**config.mk**
```make
export PLATFORM = sky130hd
export DESIGN_NAME = ssc_serial
export DESIGN_NICKNAME = d
export VERILOG_FILES = /design/src/design/ssc_pkg.sv /design/src/design/ssc_fifo.sv /design/src/design/ssc_divider.sv /design/src/design/ssc_serial.sv
export SDC_FILE = /design/constraint.sdc
export NUM_CORES = 1
export LEC_CHECK = 0
export ABC_AREA = 1
export BUFFER_PORTS_ARGS = -buffer_cell sky130_fd_sc_hd__buf_4
export CAP_MARGIN = 20
export CORE_MARGIN = 2
export CORE_UTILIZATION = 50
export DETAILED_ROUTE_END_ITERATION = 16
export PLACE_DENSITY = 0.74
export SYNTH_ARGS = -nofsm -noshare
export SYNTH_HDL_FRONTEND = slang
export SYNTH_SLANG_ARGS = --single-unit
export TNS_END_PERCENT = 50
```
**constraint.sdc**
```tcl
create_clock -name core_clk -period 3.81 [get_ports core_clk]
set_input_delay 0.381 -clock core_clk [delete_from_list [all_inputs] [get_ports core_clk]]
set_output_delay 0.381 -clock core_clk [all_outputs]
set_load 0.02 [all_outputs]
```
**src/design/ssc_pkg.sv**
```systemverilog
`default_nettype none
package ssc_pkg;
	localparam int          ADDR_W        = 5;
	localparam int          DATA_W        = 32;
	localparam int          BYTE_W        = 8;
	localparam int          FIFO_DEPTH    = 4;

	// register byte offsets
	localparam logic [4:0]  OFF_CTRL      = 5'h00;
	localparam logic [4:0]  OFF_STATUS    = 5'h04;
	localparam logic [4:0]  OFF_TXDATA    = 5'h08;
	localparam logic [4:0]  OFF_RXDATA    = 5'h0C;

	// control register fields
	localparam int          CTRL_RUN      = 0;
	localparam int          CTRL_MODE_LSB = 1;
	localparam int          CTRL_ORDER    = 3;
	localparam int          CTRL_SEL_LSB  = 4;
	localparam int          CTRL_DIVSRC   = 7;
	localparam int          CTRL_LOWSPD   = 8;
	localparam int          CTRL_W        = 9;
	localparam logic [8:0]  CTRL_RESET    = 9'h000;

	// status register fields
	localparam int          STAT_ACTIVE   = 0;
	localparam int          STAT_TXEMPTY  = 1;
	localparam int          STAT_RXFULL   = 2;
	localparam int          STAT_MIDBYTE  = 3;
	localparam int          STAT_TXERR    = 4;
	localparam int          STAT_RXERR    = 5;

	// transfer mode codes
	localparam logic [1:0]  MODE_TX       = 2'h0;
	localparam logic [1:0]  MODE_RX       = 2'h1;
	localparam logic [1:0]  MODE_TXRX     = 2'h2;

	// clock select codes
	localparam logic [2:0]  SEL_SLOWEST   = 3'h0;
	localparam logic [2:0]  SEL_EXT       = 3'h7;

	// divider exponents and low-frequency half period
	localparam int          EXP_SLOWEST   = 12;
	localparam int          EXP_BASE      = 9;
	localparam int          FC_CNT_W      = 12;
	localparam logic [2:0]  LF_HALF_LAST  = 3'h7;

	localparam logic [1:0]  RESP_OKAY     = 2'h0;
	localparam logic [1:0]  RESP_SLVERR   = 2'h2;
	localparam logic [7:0]  IDLE_BYTE     = 8'hFF;

	typedef enum logic [1:0] {ST_IDLE, ST_RUN, ST_WAIT} ssc_state_t;
endpackage
`default_nettype wire

```
**src/design/ssc_fifo.sv**
```systemverilog
`timescale 1ns/100ps
`default_nettype none
module ssc_fifo #(
	parameter int WIDTH = 8,
	parameter int DEPTH = 4
) (
	input  wire logic             core_clk,
	input  wire logic             sys_rst,
	input  wire logic             inValid,
	output logic                  inReady,
	input  wire logic [WIDTH-1:0] inData,
	output logic                  outValid,
	input  wire logic             outReady,
	output logic      [WIDTH-1:0] outData
);
	localparam int PTR_W = (DEPTH > 1) ? $clog2(DEPTH) : 1;
	localparam int CNT_W = $clog2(DEPTH + 1);

	logic [WIDTH-1:0] mem [DEPTH];
	logic [PTR_W-1:0] wrPtr_q;
	logic [PTR_W-1:0] rdPtr_q;
	logic [CNT_W-1:0] count_q;
	logic             push;
	logic             pop;

	function automatic logic [PTR_W-1:0] bump(input logic [PTR_W-1:0] p);
		return (p == PTR_W'(DEPTH - 1)) ? '0 : PTR_W'(p + 1'b1);
	endfunction

	assign inReady  = (count_q != CNT_W'(DEPTH));
	assign outValid = (count_q != '0);
	assign push     = inValid & inReady;
	assign pop      = outValid & outReady;
	assign outData  = mem[rdPtr_q];

	always_ff @(posedge core_clk) begin
		if (push) begin
			mem[wrPtr_q] <= inData;
		end
	end

	always_ff @(posedge core_clk or posedge sys_rst) begin
		if (sys_rst) begin
			wrPtr_q <= '0;
			rdPtr_q <= '0;
			count_q <= '0;
		end else begin
			if (push) begin
				wrPtr_q <= bump(wrPtr_q);
			end
			if (pop) begin
				rdPtr_q <= bump(rdPtr_q);
			end
			if (push & ~pop) begin
				count_q <= CNT_W'(count_q + 1'b1);
			end else if (pop & ~push) begin
				count_q <= CNT_W'(count_q - 1'b1);
			end
		end
	end
endmodule
`default_nettype wire

```
**src/design/ssc_divider.sv**
```systemverilog
`timescale 1ns/100ps
`default_nettype none
module ssc_divider (
	input  wire logic       core_clk,
	input  wire logic       sys_rst,
	input  wire logic [2:0] clkSel,
	input  wire logic       divSrcOpt,
	input  wire logic       lowSpeed,
	input  wire logic       lfClkEn,
	output logic            halfTick
);
	import ssc_pkg::*;

	logic [FC_CNT_W-1:0] fcCnt_q;
	logic [2:0]          lfCnt_q;
	logic [FC_CNT_W-1:0] mask;
	logic                lfTick;

	// half period of fc/2^e is 2^(e-1) fast cycles
	function automatic logic [FC_CNT_W-1:0] halfMask(input logic [2:0] sel);
		int e;
		e = (sel == SEL_SLOWEST) ? EXP_SLOWEST : EXP_BASE - int'(sel);
		return FC_CNT_W'((1 << (e - 1)) - 1);
	endfunction

	assign mask   = halfMask(clkSel);
	assign lfTick = lfClkEn & (lfCnt_q == LF_HALF_LAST);

	always_comb begin
		if (clkSel == SEL_EXT) begin
			halfTick = 1'b0;
		end else if (lowSpeed) begin
			halfTick = (clkSel == SEL_SLOWEST) & lfTick;
		end else if ((clkSel == SEL_SLOWEST) & divSrcOpt) begin
			halfTick = lfTick;
		end else begin
			halfTick = ((fcCnt_q & mask) == mask);
		end
	end

	always_ff @(posedge core_clk or posedge sys_rst) begin
		if (sys_rst) begin
			fcCnt_q <= '0;
		end else begin
			fcCnt_q <= FC_CNT_W'(fcCnt_q + 1'b1);
		end
	end

	always_ff @(posedge core_clk or posedge sys_rst) begin
		if (sys_rst) begin
			lfCnt_q <= '0;
		end else if (lfClkEn) begin
			lfCnt_q <= 3'(lfCnt_q + 1'b1);
		end
	end
endmodule
`default_nettype wire

```
**src/design/ssc_serial.sv**
```systemverilog
// Contract
// - select codes other than 111B drive divided clock out; 111B uses pin input
// - codes 001..110 give fc/2^8..fc/2^3; 000 gives fc/2^12 or fs/2^4
// - in low-speed or sleep modes only code 000 works, giving fs/2^4
// - internal clock pin idles high before and after a transfer
// - clock stops while transmit byte missing or received byte unread
// - after the stalling access, clock resumes within one serial period
// - outgoing bits change on the falling edge of the clock pin
// - incoming bits are sampled on the rising edge of the clock pin
// - bit order 0 sends bit 7 first, 1 sends bit 0 first
// - bit order 0 receives into bit 7 first, 1 into bit 0 first
// - one bit order setting serves transmit and receive alike
// - transfer flag reads 1 during a transfer, 0 once finished
// - mode 00B transmits, 01B receives, 10B does both
//
// Local design decisions: the address map and the AXI4-Lite slave port.
`timescale 1ns/100ps
`default_nettype none
module ssc_serial #(
	parameter int FIFO_DEPTH_P = ssc_pkg::FIFO_DEPTH
) (
	input  wire logic                        core_clk,
	input  wire logic                        sys_rst,
	input  wire logic [ssc_pkg::ADDR_W-1:0]  s_axi_awaddr,
	input  wire logic                        s_axi_awvalid,
	output logic                             s_axi_awready,
	input  wire logic [ssc_pkg::DATA_W-1:0]  s_axi_wdata,
	input  wire logic [3:0]                  s_axi_wstrb,
	input  wire logic                        s_axi_wvalid,
	output logic                             s_axi_wready,
	output logic [1:0]                       s_axi_bresp,
	output logic                             s_axi_bvalid,
	input  wire logic                        s_axi_bready,
	input  wire logic [ssc_pkg::ADDR_W-1:0]  s_axi_araddr,
	input  wire logic                        s_axi_arvalid,
	output logic                             s_axi_arready,
	output logic [ssc_pkg::DATA_W-1:0]       s_axi_rdata,
	output logic [1:0]                       s_axi_rresp,
	output logic                             s_axi_rvalid,
	input  wire logic                        s_axi_rready,
	input  wire logic                        lfClkEn,
	input  wire logic                        serialClkIn,
	output logic                             serialClkOut,
	output logic                             serialClkOe,
	output logic                             serialOut,
	input  wire logic                        serialIn
);
	import ssc_pkg::*;

	logic [CTRL_W-1:0]  ctrl_q;
	logic               txErr_q;
	logic               rxErr_q;
	logic [BYTE_W-1:0]  rxBuf_q;
	logic               rxFull_q;
	ssc_state_t         state_q;
	logic [2:0]         bitCnt_q;
	logic [BYTE_W-1:0]  txSh_q;
	logic [BYTE_W-1:0]  rxSh_q;
	logic               sclk_q;
	logic               sout_q;
	logic               extSync1_q;
	logic               extSync2_q;
	logic               extPrev_q;
	logic               awHeld_q;
	logic               wHeld_q;
	logic [ADDR_W-1:0]  awAddr_q;
	logic [DATA_W-1:0]  wData_q;
	logic [3:0]         wStrb_q;
	logic               bvalid_q;
	logic [1:0]         bresp_q;
	logic               rvalid_q;
	logic [DATA_W-1:0]  rdata_q;
	logic [1:0]         rresp_q;
	logic               runReq;
	logic [1:0]         mode;
	logic               lsbFirst;
	logic [2:0]         clkSel;
	logic               extMode;
	logic               txUsed;
	logic               rxUsed;
	logic               halfTick;
	logic               extFall;
	logic               extRise;
	logic               startOk;
	logic               fallEv;
	logic               riseEv;
	logic               beginByte;
	logic               byteDone;
	logic [BYTE_W-1:0]  txWord;
	logic [BYTE_W-1:0]  rxNext;
	logic               fifoInReady;
	logic               fifoOutValid;
	logic [BYTE_W-1:0]  fifoOutData;
	logic               fifoPop;
	logic               isTxWr;
	logic               doWrite;
	logic               wrHit;
	logic               rdTake;
	logic               rxPop;
	logic               statusWr;
	logic [DATA_W-1:0]  statusWord;

	function automatic logic isMapped(input logic [ADDR_W-1:0] a);
		return (a == OFF_CTRL) | (a == OFF_STATUS) |
			(a == OFF_TXDATA) | (a == OFF_RXDATA);
	endfunction
	// first bit out of a byte, honouring the bit order
	function automatic logic firstBit(input logic [BYTE_W-1:0] w,
			input logic lsb);
		return lsb ? w[0] : w[BYTE_W-1];
	endfunction
	// remainder after the first bit leaves; ones fill the vacancy
	function automatic logic [BYTE_W-1:0] restBits(
			input logic [BYTE_W-1:0] w, input logic lsb);
		return lsb ? {1'b1, w[BYTE_W-1:1]} : {w[BYTE_W-2:0], 1'b1};
	endfunction

	assign runReq   = ctrl_q[CTRL_RUN];
	assign mode     = ctrl_q[CTRL_MODE_LSB +: 2];
	assign lsbFirst = ctrl_q[CTRL_ORDER];
	assign clkSel   = ctrl_q[CTRL_SEL_LSB +: 3];
	assign extMode  = (clkSel == SEL_EXT);
	assign txUsed   = (mode == MODE_TX) | (mode == MODE_TXRX);
	assign rxUsed   = (mode == MODE_RX) | (mode == MODE_TXRX);
	ssc_divider u_divider (
		.core_clk  (core_clk),
		.sys_rst   (sys_rst),
		.clkSel    (clkSel),
		.divSrcOpt (ctrl_q[CTRL_DIVSRC]),
		.lowSpeed  (ctrl_q[CTRL_LOWSPD]),
		.lfClkEn   (lfClkEn),
		.halfTick  (halfTick)
	);
	ssc_fifo #(
		.WIDTH (BYTE_W),
		.DEPTH (FIFO_DEPTH_P)
	) u_txfifo (
		.core_clk (core_clk),
		.sys_rst  (sys_rst),
		.inValid  (doWrite & isTxWr & wStrb_q[0]),
		.inReady  (fifoInReady),
		.inData   (wData_q[BYTE_W-1:0]),
		.outValid (fifoOutValid),
		.outReady (fifoPop),
		.outData  (fifoOutData)
	);

	// external clock synchroniser and edge detect
	always_ff @(posedge core_clk or posedge sys_rst) begin
		if (sys_rst) begin
			extSync1_q <= 1'b1;
			extSync2_q <= 1'b1;
			extPrev_q  <= 1'b1;
		end else begin
			extSync1_q <= serialClkIn;
			extSync2_q <= extSync1_q;
			extPrev_q  <= extSync2_q;
		end
	end

	assign extFall = extMode & extPrev_q & ~extSync2_q;
	assign extRise = extMode & ~extPrev_q & extSync2_q;
	// with the internal clock, a new byte may start only with its data and buffer space at hand
	assign startOk = runReq & (~txUsed | fifoOutValid) &
		(~rxUsed | ~rxFull_q);
	always_comb begin
		if (extMode) begin
			fallEv = extFall & ((state_q == ST_RUN) | runReq);
			riseEv = extRise & (state_q == ST_RUN);
		end else begin
			fallEv = halfTick & sclk_q & ((state_q == ST_RUN) | startOk);
			riseEv = halfTick & ~sclk_q;
		end
	end
	assign beginByte = fallEv & (state_q != ST_RUN);
	assign byteDone  = riseEv & (bitCnt_q == 3'h7);
	assign fifoPop   = beginByte & txUsed & fifoOutValid;
	assign txWord    = (txUsed & fifoOutValid) ? fifoOutData : IDLE_BYTE;
	assign rxNext    = lsbFirst ? {serialIn, rxSh_q[BYTE_W-1:1]}
		: {rxSh_q[BYTE_W-2:0], serialIn};

	// transfer sequencing
	always_ff @(posedge core_clk or posedge sys_rst) begin
		if (sys_rst) begin
			state_q  <= ST_IDLE;
			bitCnt_q <= '0;
		end else if (beginByte) begin
			state_q  <= ST_RUN;
			bitCnt_q <= '0;
		end else if (byteDone) begin
			state_q  <= runReq ? ST_WAIT : ST_IDLE;
			bitCnt_q <= '0;
		end else if (riseEv) begin
			bitCnt_q <= 3'(bitCnt_q + 1'b1);
		end else if ((state_q == ST_WAIT) & ~runReq) begin
			state_q  <= ST_IDLE;
		end
	end

	// clock pin: high when idle or waiting, driven only when internal
	always_ff @(posedge core_clk or posedge sys_rst) begin
		if (sys_rst) begin
			sclk_q <= 1'b1;
		end else if (extMode) begin
			sclk_q <= 1'b1;
		end else if (fallEv) begin
			sclk_q <= 1'b0;
		end else if (riseEv) begin
			sclk_q <= 1'b1;
		end
	end

	// transmit shifting on falling edges
	always_ff @(posedge core_clk or posedge sys_rst) begin
		if (sys_rst) begin
			txSh_q <= IDLE_BYTE;
			sout_q <= 1'b1;
		end else if (beginByte) begin
			sout_q <= firstBit(txWord, lsbFirst);
			txSh_q <= restBits(txWord, lsbFirst);
		end else if (fallEv) begin
			sout_q <= firstBit(txSh_q, lsbFirst);
			txSh_q <= restBits(txSh_q, lsbFirst);
		end else if (byteDone & ~runReq) begin
			sout_q <= 1'b1;
		end
	end

	// receive shifting on rising edges
	always_ff @(posedge core_clk or posedge sys_rst) begin
		if (sys_rst) begin
			rxSh_q <= '0;
		end else if (riseEv) begin
			rxSh_q <= rxNext;
		end
	end
	// receive buffer; a same-cycle read wins over a byte completed while full
	always_ff @(posedge core_clk or posedge sys_rst) begin
		if (sys_rst) begin
			rxBuf_q  <= '0;
			rxFull_q <= 1'b0;
		end else if (byteDone & rxUsed & ~rxFull_q & ~rxErr_q) begin
			rxBuf_q  <= rxNext;
			rxFull_q <= 1'b1;
		end else if (rxPop) begin
			rxFull_q <= 1'b0;
		end
	end

	// error flags: set wins over a software clear
	always_ff @(posedge core_clk or posedge sys_rst) begin
		if (sys_rst) begin
			txErr_q <= 1'b0;
			rxErr_q <= 1'b0;
		end else begin
			if (beginByte & extMode & txUsed & ~fifoOutValid) begin
				txErr_q <= 1'b1;
			end else if (statusWr & ~wData_q[STAT_TXERR]) begin
				txErr_q <= 1'b0;
			end
			if (byteDone & extMode & rxUsed & rxFull_q) begin
				rxErr_q <= 1'b1;
			end else if (statusWr & ~wData_q[STAT_RXERR]) begin
				rxErr_q <= 1'b0;
			end
		end
	end

	assign serialClkOut = sclk_q;
	assign serialClkOe  = ~extMode;
	assign serialOut    = sout_q;
	// write channel: address and data taken in either order
	assign isTxWr   = (awAddr_q == OFF_TXDATA);
	assign wrHit    = awHeld_q & wHeld_q & ~bvalid_q;
	assign doWrite  = wrHit & (~isTxWr | ~wStrb_q[0] | fifoInReady);
	assign statusWr = doWrite & (awAddr_q == OFF_STATUS) & wStrb_q[0];
	assign s_axi_awready = ~awHeld_q & ~bvalid_q;
	assign s_axi_wready  = ~wHeld_q & ~bvalid_q;
	assign s_axi_bvalid  = bvalid_q;
	assign s_axi_bresp   = bresp_q;

	always_ff @(posedge core_clk or posedge sys_rst) begin
		if (sys_rst) begin
			awHeld_q <= 1'b0;
			wHeld_q  <= 1'b0;
			awAddr_q <= '0;
			wData_q  <= '0;
			wStrb_q  <= '0;
		end else begin
			if (s_axi_awvalid & s_axi_awready) begin
				awHeld_q <= 1'b1;
				awAddr_q <= {s_axi_awaddr[ADDR_W-1:2], 2'b00};
			end else if (doWrite) begin
				awHeld_q <= 1'b0;
			end
			if (s_axi_wvalid & s_axi_wready) begin
				wHeld_q <= 1'b1;
				wData_q <= s_axi_wdata;
				wStrb_q <= s_axi_wstrb;
			end else if (doWrite) begin
				wHeld_q <= 1'b0;
			end
		end
	end

	always_ff @(posedge core_clk or posedge sys_rst) begin
		if (sys_rst) begin
			bvalid_q <= 1'b0;
			bresp_q  <= RESP_OKAY;
		end else if (doWrite) begin
			bvalid_q <= 1'b1;
			bresp_q  <= isMapped(awAddr_q) ? RESP_OKAY : RESP_SLVERR;
		end else if (s_axi_bready) begin
			bvalid_q <= 1'b0;
		end
	end
	// control register, byte lanes applied
	always_ff @(posedge core_clk or posedge sys_rst) begin
		if (sys_rst) begin
			ctrl_q <= CTRL_RESET;
		end else if (doWrite & (awAddr_q == OFF_CTRL)) begin
			if (wStrb_q[0]) begin
				ctrl_q[7:0] <= wData_q[7:0];
			end
			if (wStrb_q[1]) begin
				ctrl_q[CTRL_W-1:8] <= wData_q[CTRL_W-1:8];
			end
		end
	end

	// read channel; reading received data frees the buffer
	assign rdTake = s_axi_arvalid & s_axi_arready;
	assign rxPop  = rdTake & ({s_axi_araddr[ADDR_W-1:2], 2'b00} == OFF_RXDATA);
	assign s_axi_arready = ~rvalid_q;
	assign s_axi_rvalid  = rvalid_q;
	assign s_axi_rdata   = rdata_q;
	assign s_axi_rresp   = rresp_q;
	always_comb begin
		statusWord               = '0;
		statusWord[STAT_ACTIVE]  = (state_q != ST_IDLE);
		statusWord[STAT_TXEMPTY] = ~fifoOutValid;
		statusWord[STAT_RXFULL]  = rxFull_q;
		statusWord[STAT_MIDBYTE] = (state_q == ST_RUN);
		statusWord[STAT_TXERR]   = txErr_q;
		statusWord[STAT_RXERR]   = rxErr_q;
	end
	always_ff @(posedge core_clk or posedge sys_rst) begin
		if (sys_rst) begin
			rvalid_q <= 1'b0;
			rdata_q  <= '0;
			rresp_q  <= RESP_OKAY;
		end else if (rdTake) begin
			rvalid_q <= 1'b1;
			rresp_q  <= RESP_OKAY;
			unique case ({s_axi_araddr[ADDR_W-1:2], 2'b00})
				OFF_CTRL:   rdata_q <= DATA_W'(ctrl_q);
				OFF_STATUS: rdata_q <= statusWord;
				OFF_RXDATA: rdata_q <= DATA_W'(rxBuf_q);
				OFF_TXDATA: rdata_q <= '0;
				default: begin
					rdata_q <= '0;
					rresp_q <= RESP_SLVERR;
				end
			endcase
		end else if (s_axi_rready) begin
			rvalid_q <= 1'b0;
		end
	end
endmodule
`default_nettype wire

```
==> reports/results.txt, run 1 <==
Worst r2r path cells = 28
Leakage power summed over all cells = 0.00357 uW
ANT cells = 0
Gate count of the mapped netlist = 715
Initial Utilization = 51.6%
DRT iter0 DRCs = 340
Grt peak-use layer = met2
Max stage delay on crit path = 0.42 ns
Final global-route overflow total = 0
Commonest cells after routing, fill and taps aside = 124 x sky130_fd_sc_hd__nand2_1, 82 x sky130_fd_sc_hd__dfrtp_1, 77 x sky130_fd_sc_hd__inv_1
Tot GR Track Use = 22.2%
Die Wd = 119 um
Setup violation total in the final timing report = 0
Hold Vio Cnt, Final = 0
Via/cell ratio = 5.23
Post-synth top flop = sky130_fd_sc_hd__dfrtp_1
Yosys synthesis warning count = 0
Class of the worst hold path = input pin to asynchronous set/reset pin
Worst r2r src = ctrl_q[6]
Total stage count of the critical path = 28
Post-route DRC = 0
Global-route wire length before repair = 24700 um
Share of the core filled with cells = 61.4%
Portion of the clock cycle consumed by the worst path in the final layout = 99.2%
Number of global-route vias before repair = 5018
Startpoint class of the critical path = register
Crit path kind = register to register
Min cycle time layout = 3.78 ns
Maximum clock insertion buffer count = 2
Part of the Yosys area used for sequential elements = 51.6%
Maximum number of pins on one net before global-route repair = 41
FF+latch count, synth = 129
Number of antenna violations at the first check in global routing = 0
Result of the run = complete, no violations
Routed len/inst = 15.0 um
MaxCap Viol Count = 0
Die Area = 14100 um2
Total number of vias = 5088
R2r endpoint = u_txfifo.count_q[1]
Number of I/O pins = 100
Total power density per cell area = 840 nW/um2
Final WL = 14600 um
Pins over their slew limit = 0
Critical path peak fanout = 3
Design Power = 6590 uW
Buffering stage count on the worst path with inverters included = 5
Final Non-Filler Cells = 973
Later-pin clock latency in the skew report = 0.43 ns
Worst path arrival time = 4.09 ns
Number of hold buffers added after CTS = 0
Netlist area before placement = 6600 um2
Number of port buffers = 45
Number of clock buffers inserted by TritonCTS = 17
Clock slew at reported path FFs = 0.06 ns
Met3 demand-to-capacity share in global routing = 5.65%
Required time of the critical path = 4.12 ns
Number of nets in the layout = 868
Floorplan row count = 41
Proportion of layout cells with a drive suffix above 1 = 24.0%
Worst supply voltage drop on vdd = 503 uV
Met2 track demand over resource in global routing = 36.5%
Number of search-and-repair iterations in the first detailed-routing pass = 5
TritonCTS clock tree = done
RSZ-0062 raised after global routing = true
Number of flops mapped to enable cells by yosys = 32
Most common library cell in the layout ignoring fill and taps = sky130_fd_sc_hd__nand2_1
GPL Wtd Cong = 0.839
Placeable core region = 12800 um2
Netlist cell types = 48
Layout Area Growth over Synthesis = 19.0%
Largest delay contributor family on the critical path = adder cells
Slowest cell on the critical path = sky130_fd_sc_hd__fa_1
Worst-margin pin slew = 1.04 ns
CTS Sinks = 129
Clock root cell = sky130_fd_sc_hd__clkbuf_16
GR Util met1 = 27.9%
Height of the die = 119 um
Count of placed standard cells including taps = 935
Sort of element at the end of the critical path = register
Synth async-reset ratio = 75.2%
Remaining antenna violation count after routing = 0
Half-perimeter wire length of the detailed placement result = 10300 um
Worst max-slew margin expressed relative to the limit = 31.0%
Layout Skew = 0.00592 ns
F_max = 265 MHz
H-Tree Depth = 4
Average cell area after synthesis = 9.23 um2
Register-to-Register Setup Slack = 0.03 ns
-- worst max path at each step --
| stage | from | end | slack (ns) |
|---|---|---|---|
| final | ctrl_q[6] | u_txfifo.count_q[1] | 0.03 |
| after global routing | ctrl_q[6] | u_txfifo.count_q[1] | -0.19 |
| after CTS | ctrl_q[6] | u_txfifo.count_q[1] | -0.02 |
| after detailed placement | ctrl_q[5] | u_txfifo.count_q[1] | -0.04 |
| after global placement | ctrl_q[5] | u_txfifo.count_q[1] | 0.07 |
| after floorplan | ctrl_q[6] | u_txfifo.count_q[1] | 0.0007 |
-- metal layers --
| layer | share of wire [%] | wire, um | vias to the layer above |
|---|---|---|---|
| li1 | - | - | 2461 |
| met1 | 44 | 6460 | 2427 |
| met2 | 48 | 7040 | 165 |
| met3 | 4.8 | 694 | 35 |
| met4 | 2.8 | 413 | 0 |
| met5 | 0 | 0 | - |
-- state kept, by name, summed over array words and instances (netlist names), 2 cells and up --
signal and cells:
wData_q 9, rxBuf_q 8, bitCnt_q 3, state_q 2, u_txfifo.wrPtr_q 2, s_axi_rdata 9
ctrl_q 9, u_txfifo.rdPtr_q 2, u_txfifo.count_q 3, rxSh_q 8, txSh_q 8, wStrb_q 2
awAddr_q 3, u_txfifo.mem 32, u_divider.fcCnt_q 12, u_divider.lfCnt_q 3
-- report_power, final --
group / internal, uW / switching [uW]
Sequential: 1840 / 392
Combinational: 1110 / 1650
Clock: 991 / 612
Total: 3940 / 2650
-- timing repair --
item                       CTS  global route
gates resized for setup     10             1
setup endpoints to repair    1             2
pin swaps                   14             6
setup buffers                5             1
-- kinds of logic (layout without fill, tap and decap cells) --
group	Yosys count	after routing	synth area share, %
AO/OA/AOI/OAI	127	127	11.5
XOR/XNOR	13	13	1.73
adder cells (fa/ha/maj)	24	24	4.67
buffers and inverters	132	194	9.10
flip-flops	129	129	51.6
multiplexers	16	16	2.73
other	1	25	0.0568
AND/OR/NAND/NOR	273	273	18.6
-- final cells by class --
type                    instances  area (um2)
flip-flops and latches        129        3410
fillers                      1043        4920
clock buffers                  21         493
inverters                      90         340
repair buffers                 72         541
well taps                     172         215
multi-input cells             478        2750
clock inverters                11        98.8
-- Yosys cell counts, types with 7 or more instances --
master                       n  area share (%)
sky130_fd_sc_hd__edfxtp_1   32              15
sky130_fd_sc_hd__o21ai_2     9             1.2
sky130_fd_sc_hd__nor3_1     11            0.83
sky130_fd_sc_hd__clkbuf_1   12            0.68
sky130_fd_sc_hd__o21ai_0    55             4.2
sky130_fd_sc_hd__a21oi_1    30             2.3
sky130_fd_sc_hd__buf_4      25             2.8
sky130_fd_sc_hd__mux2_2     16             2.7
sky130_fd_sc_hd__nand2_1   125             7.1
sky130_fd_sc_hd__ha_1       23             4.4
sky130_fd_sc_hd__xor2_1     12             1.6
sky130_fd_sc_hd__inv_1      82             4.7
sky130_fd_sc_hd__nand4_1     7            0.66
sky130_fd_sc_hd__inv_2       7            0.40
sky130_fd_sc_hd__dfrtp_1    84              32
sky130_fd_sc_hd__nand2_2     7            0.66
sky130_fd_sc_hd__nand3_1    31             2.4
sky130_fd_sc_hd__dfstp_2    13             5.2
sky130_fd_sc_hd__o211ai_1    9             1.0
sky130_fd_sc_hd__nor2_1     67             3.8
-- stage by stage --
stage,setup WS [ns],hold slack [ns],setup TNS (ns),instance area (um2)
finish,0.0311,0.0120,0,7850
floorplan,0.000714,0.345,0,6700
global placement,0.0738,0.347,0,7150
CTS,-0.0183,0.0306,-0.0183,7840
global route,-0.193,0.0361,-0.240,7850
detailed placement,-0.0429,0.350,-0.0429,7150
Note: power is estimated with default switching activity, not from simulation.
==> inputs of run 2 (changes only) <==
- CELL_PAD_IN_SITES_DETAIL_PLACEMENT: not set -> 0
- CELL_PAD_IN_SITES_GLOBAL_PLACEMENT: not set -> 2
- CORE_UTILIZATION: 50 -> 38
- PLACE_DENSITY: 0.74 -> not set
- PLACE_DENSITY_LB_ADDON: not set -> 0.1
- clock period: 3.81 -> 4.4 ns (I/O delays scaled with it)
==> reports/results.txt, run 2 (same netlist as run 1, synthesis figures left out) <==
Result of the run = complete, no violations
TritonCTS clock tree = done
Startpoint class of the critical path = register
Layout Area Growth over Synthesis = 18.2%
Height of the die = 136 um
Number of clock buffers inserted by TritonCTS = 17
Worst r2r src = ctrl_q[5]
Multi-input combinational cell area = 2690 um2
Worst r2r path cells = 28
Most common library cell in the layout ignoring fill and taps = sky130_fd_sc_hd__nand2_1
Number of nets in the layout = 858
Count of placed standard cells including taps = 976
Clock root cell = sky130_fd_sc_hd__clkbuf_16
Largest delay contributor family on the critical path = adder cells
Setup violation total in the final timing report = 0
Max stage delay on crit path = 0.40 ns
Sort of element at the end of the critical path = register
Number of flip-flops in the largest register = 32
Share of the core filled with cells = 45.6%
Placeable core region = 17100 um2
H-Tree Depth = 4
Source of the critical timing path = ctrl_q[5]
Pins over their slew limit = 0
Min setup slack post-route = 0.354 ns
Die Wd = 136 um
Crit path kind = register to register
Flip-flop and latch area = 3410 um2
Area of all placed cells without fillers = 7800 um2
Critical path peak fanout = 4
Leakage power summed over all cells = 0.00352 uW
Routed len/inst = 15.0 um
Worst hold path endpoint = extSync1_q
MaxCap Viol Count = 0
Worst-margin pin slew = 0.877 ns
Buffering stage count on the worst path with inverters included = 5
Final Non-Filler Cells = 1016
Final global-route overflow total = 0
Number of global-route vias before repair = 4697
Number of port buffers = 45
Tot GR Track Use = 17.5%
Floorplan row count = 48
Register-to-Register Setup Slack = 0.35 ns
Min-Delay Path Depth = 1
Slowest cell on the critical path = sky130_fd_sc_hd__fa_1
Number of filler cells placed in the layout = 1715
Proportion of layout cells with a drive suffix above 1 = 21.5%
CTS Sinks = 129
Clock slew at reported path FFs = 0.06 ns
Global-route wire length before repair = 24700 um
F_max = 247 MHz
Number of search-and-repair iterations in the first detailed-routing pass = 4
Biggest regs = u_txfifo.mem x32, u_divider.fcCnt_q x12
Total number of vias = 4815
Number of I/O pins = 100
Portion of the clock cycle consumed by the worst path in the final layout = 91.9%
GPL Wtd Cong = 0.790
Initial Utilization = 38.5%
Via/cell ratio = 4.74
Commonest cells after routing, fill and taps aside = 125 x sky130_fd_sc_hd__nand2_1, 83 x sky130_fd_sc_hd__dfrtp_1, 80 x sky130_fd_sc_hd__inv_1
Remaining antenna violation count after routing = 0
Min cycle time layout = 4.05 ns
Total power density per cell area = 708 nW/um2
Worst Hold Launch = serialClkIn
Post-Place Cell Area = 7110 um2
Worst supply voltage drop on vdd = 305 uV
Layout Skew = 0.0129 ns
Largest register by flop count = u_txfifo.mem
Setup WS pre-CTS = 0.228 ns
Post-route DRC = 0
Later-pin clock latency in the skew report = 0.42 ns
Half-perimeter wire length of the detailed placement result = 10900 um
Hold Vio Cnt, Final = 0
Class of the worst hold path = input pin to register
Number of antenna violations at the first check in global routing = 0
Worst max-slew margin expressed relative to the limit = 40.8%
ANT cells = 0
Required time of the critical path = 4.70 ns
Die Area = 18400 um2
Maximum number of pins on one net before global-route repair = 77
Worst path arrival time = 4.35 ns
Final WL = 15200 um
R2r endpoint = u_txfifo.count_q[1]
DRT iter0 DRCs = 347
Maximum clock insertion buffer count = 2
[run 2: changes by cell type in the layout (fill, tap and decap cells not counted), moves of 3 or more]
cell | before | now
sky130_fd_sc_hd__ha_1 | 19 | 22
sky130_fd_sc_hd__inv_2 | 11 | 8
sky130_fd_sc_hd__buf_4 | 72 | 60
sky130_fd_sc_hd__inv_1 | 77 | 80
[run 2: final cells by class]
type / instances / area share (%)
Multi-Input combinational cell: 478 / 34.5
Tap cell: 225 / 3.61
Timing Repair Buffer: 62 / 6.26
Inverter: 90 / 4.36
Clock buffer: 18 / 5.63
Clock inverter: 14 / 1.99
Sequential cell: 129 / 43.7
[run 2: routing by layer]
metal | vias up | wire length (um) | part of all wire (%) | global-route usage [%]
met5 | - | 0 | 0 | 0
met3 | 7 | 660 | 4.3 | 4.12
met2 | 84 | 7450 | 49 | 29.4
met4 | 0 | 126 | 0.83 | 5.09
li1 | 2446 | - | - | -
met1 | 2278 | 6970 | 46 | 22.7
[run 2: through the flow]
stage | total power (uW) | TNS, ns | hold WS, ns
after global routing | 5970 | -0.00672 | 0.103
after floorplan | 3440 | 0 | 0.345
after global placement | 4050 | 0 | 0.359
after detailed placement | 4080 | 0 | 0.352
final | 5520 | 0 | 0.129
after CTS | 5530 | 0 | 0.109
[run 2: power breakdown]
group | switching [uW] | total, uW | internal [uW]
registers | 263 | 1860 | 1600
logic | 1420 | 2250 | 832
clock network | 556 | 1410 | 858
total | 2240 | 5520 | 3290
[run 2: worst max path at each step]
stage,to,cells past startpoint,slack (ns)
global placement,u_txfifo.count_q[1],28,0.28
detailed placement,u_txfifo.count_q[1],28,0.23
floorplan,u_txfifo.count_q[1],25,0.39
global route,u_txfifo.count_q[1],28,-0.007
CTS,u_txfifo.count_q[1],28,0.22
finish,u_txfifo.count_q[1],28,0.35
[run 2: repair_timing]
action | CTS | global route
hold endpoints to repair | 0 | 19
hold buffers | 0 | 1
endpoints found under the setup margin | 0 | 1
setup buffers | 0 | 6
resized for setup | 0 | 4
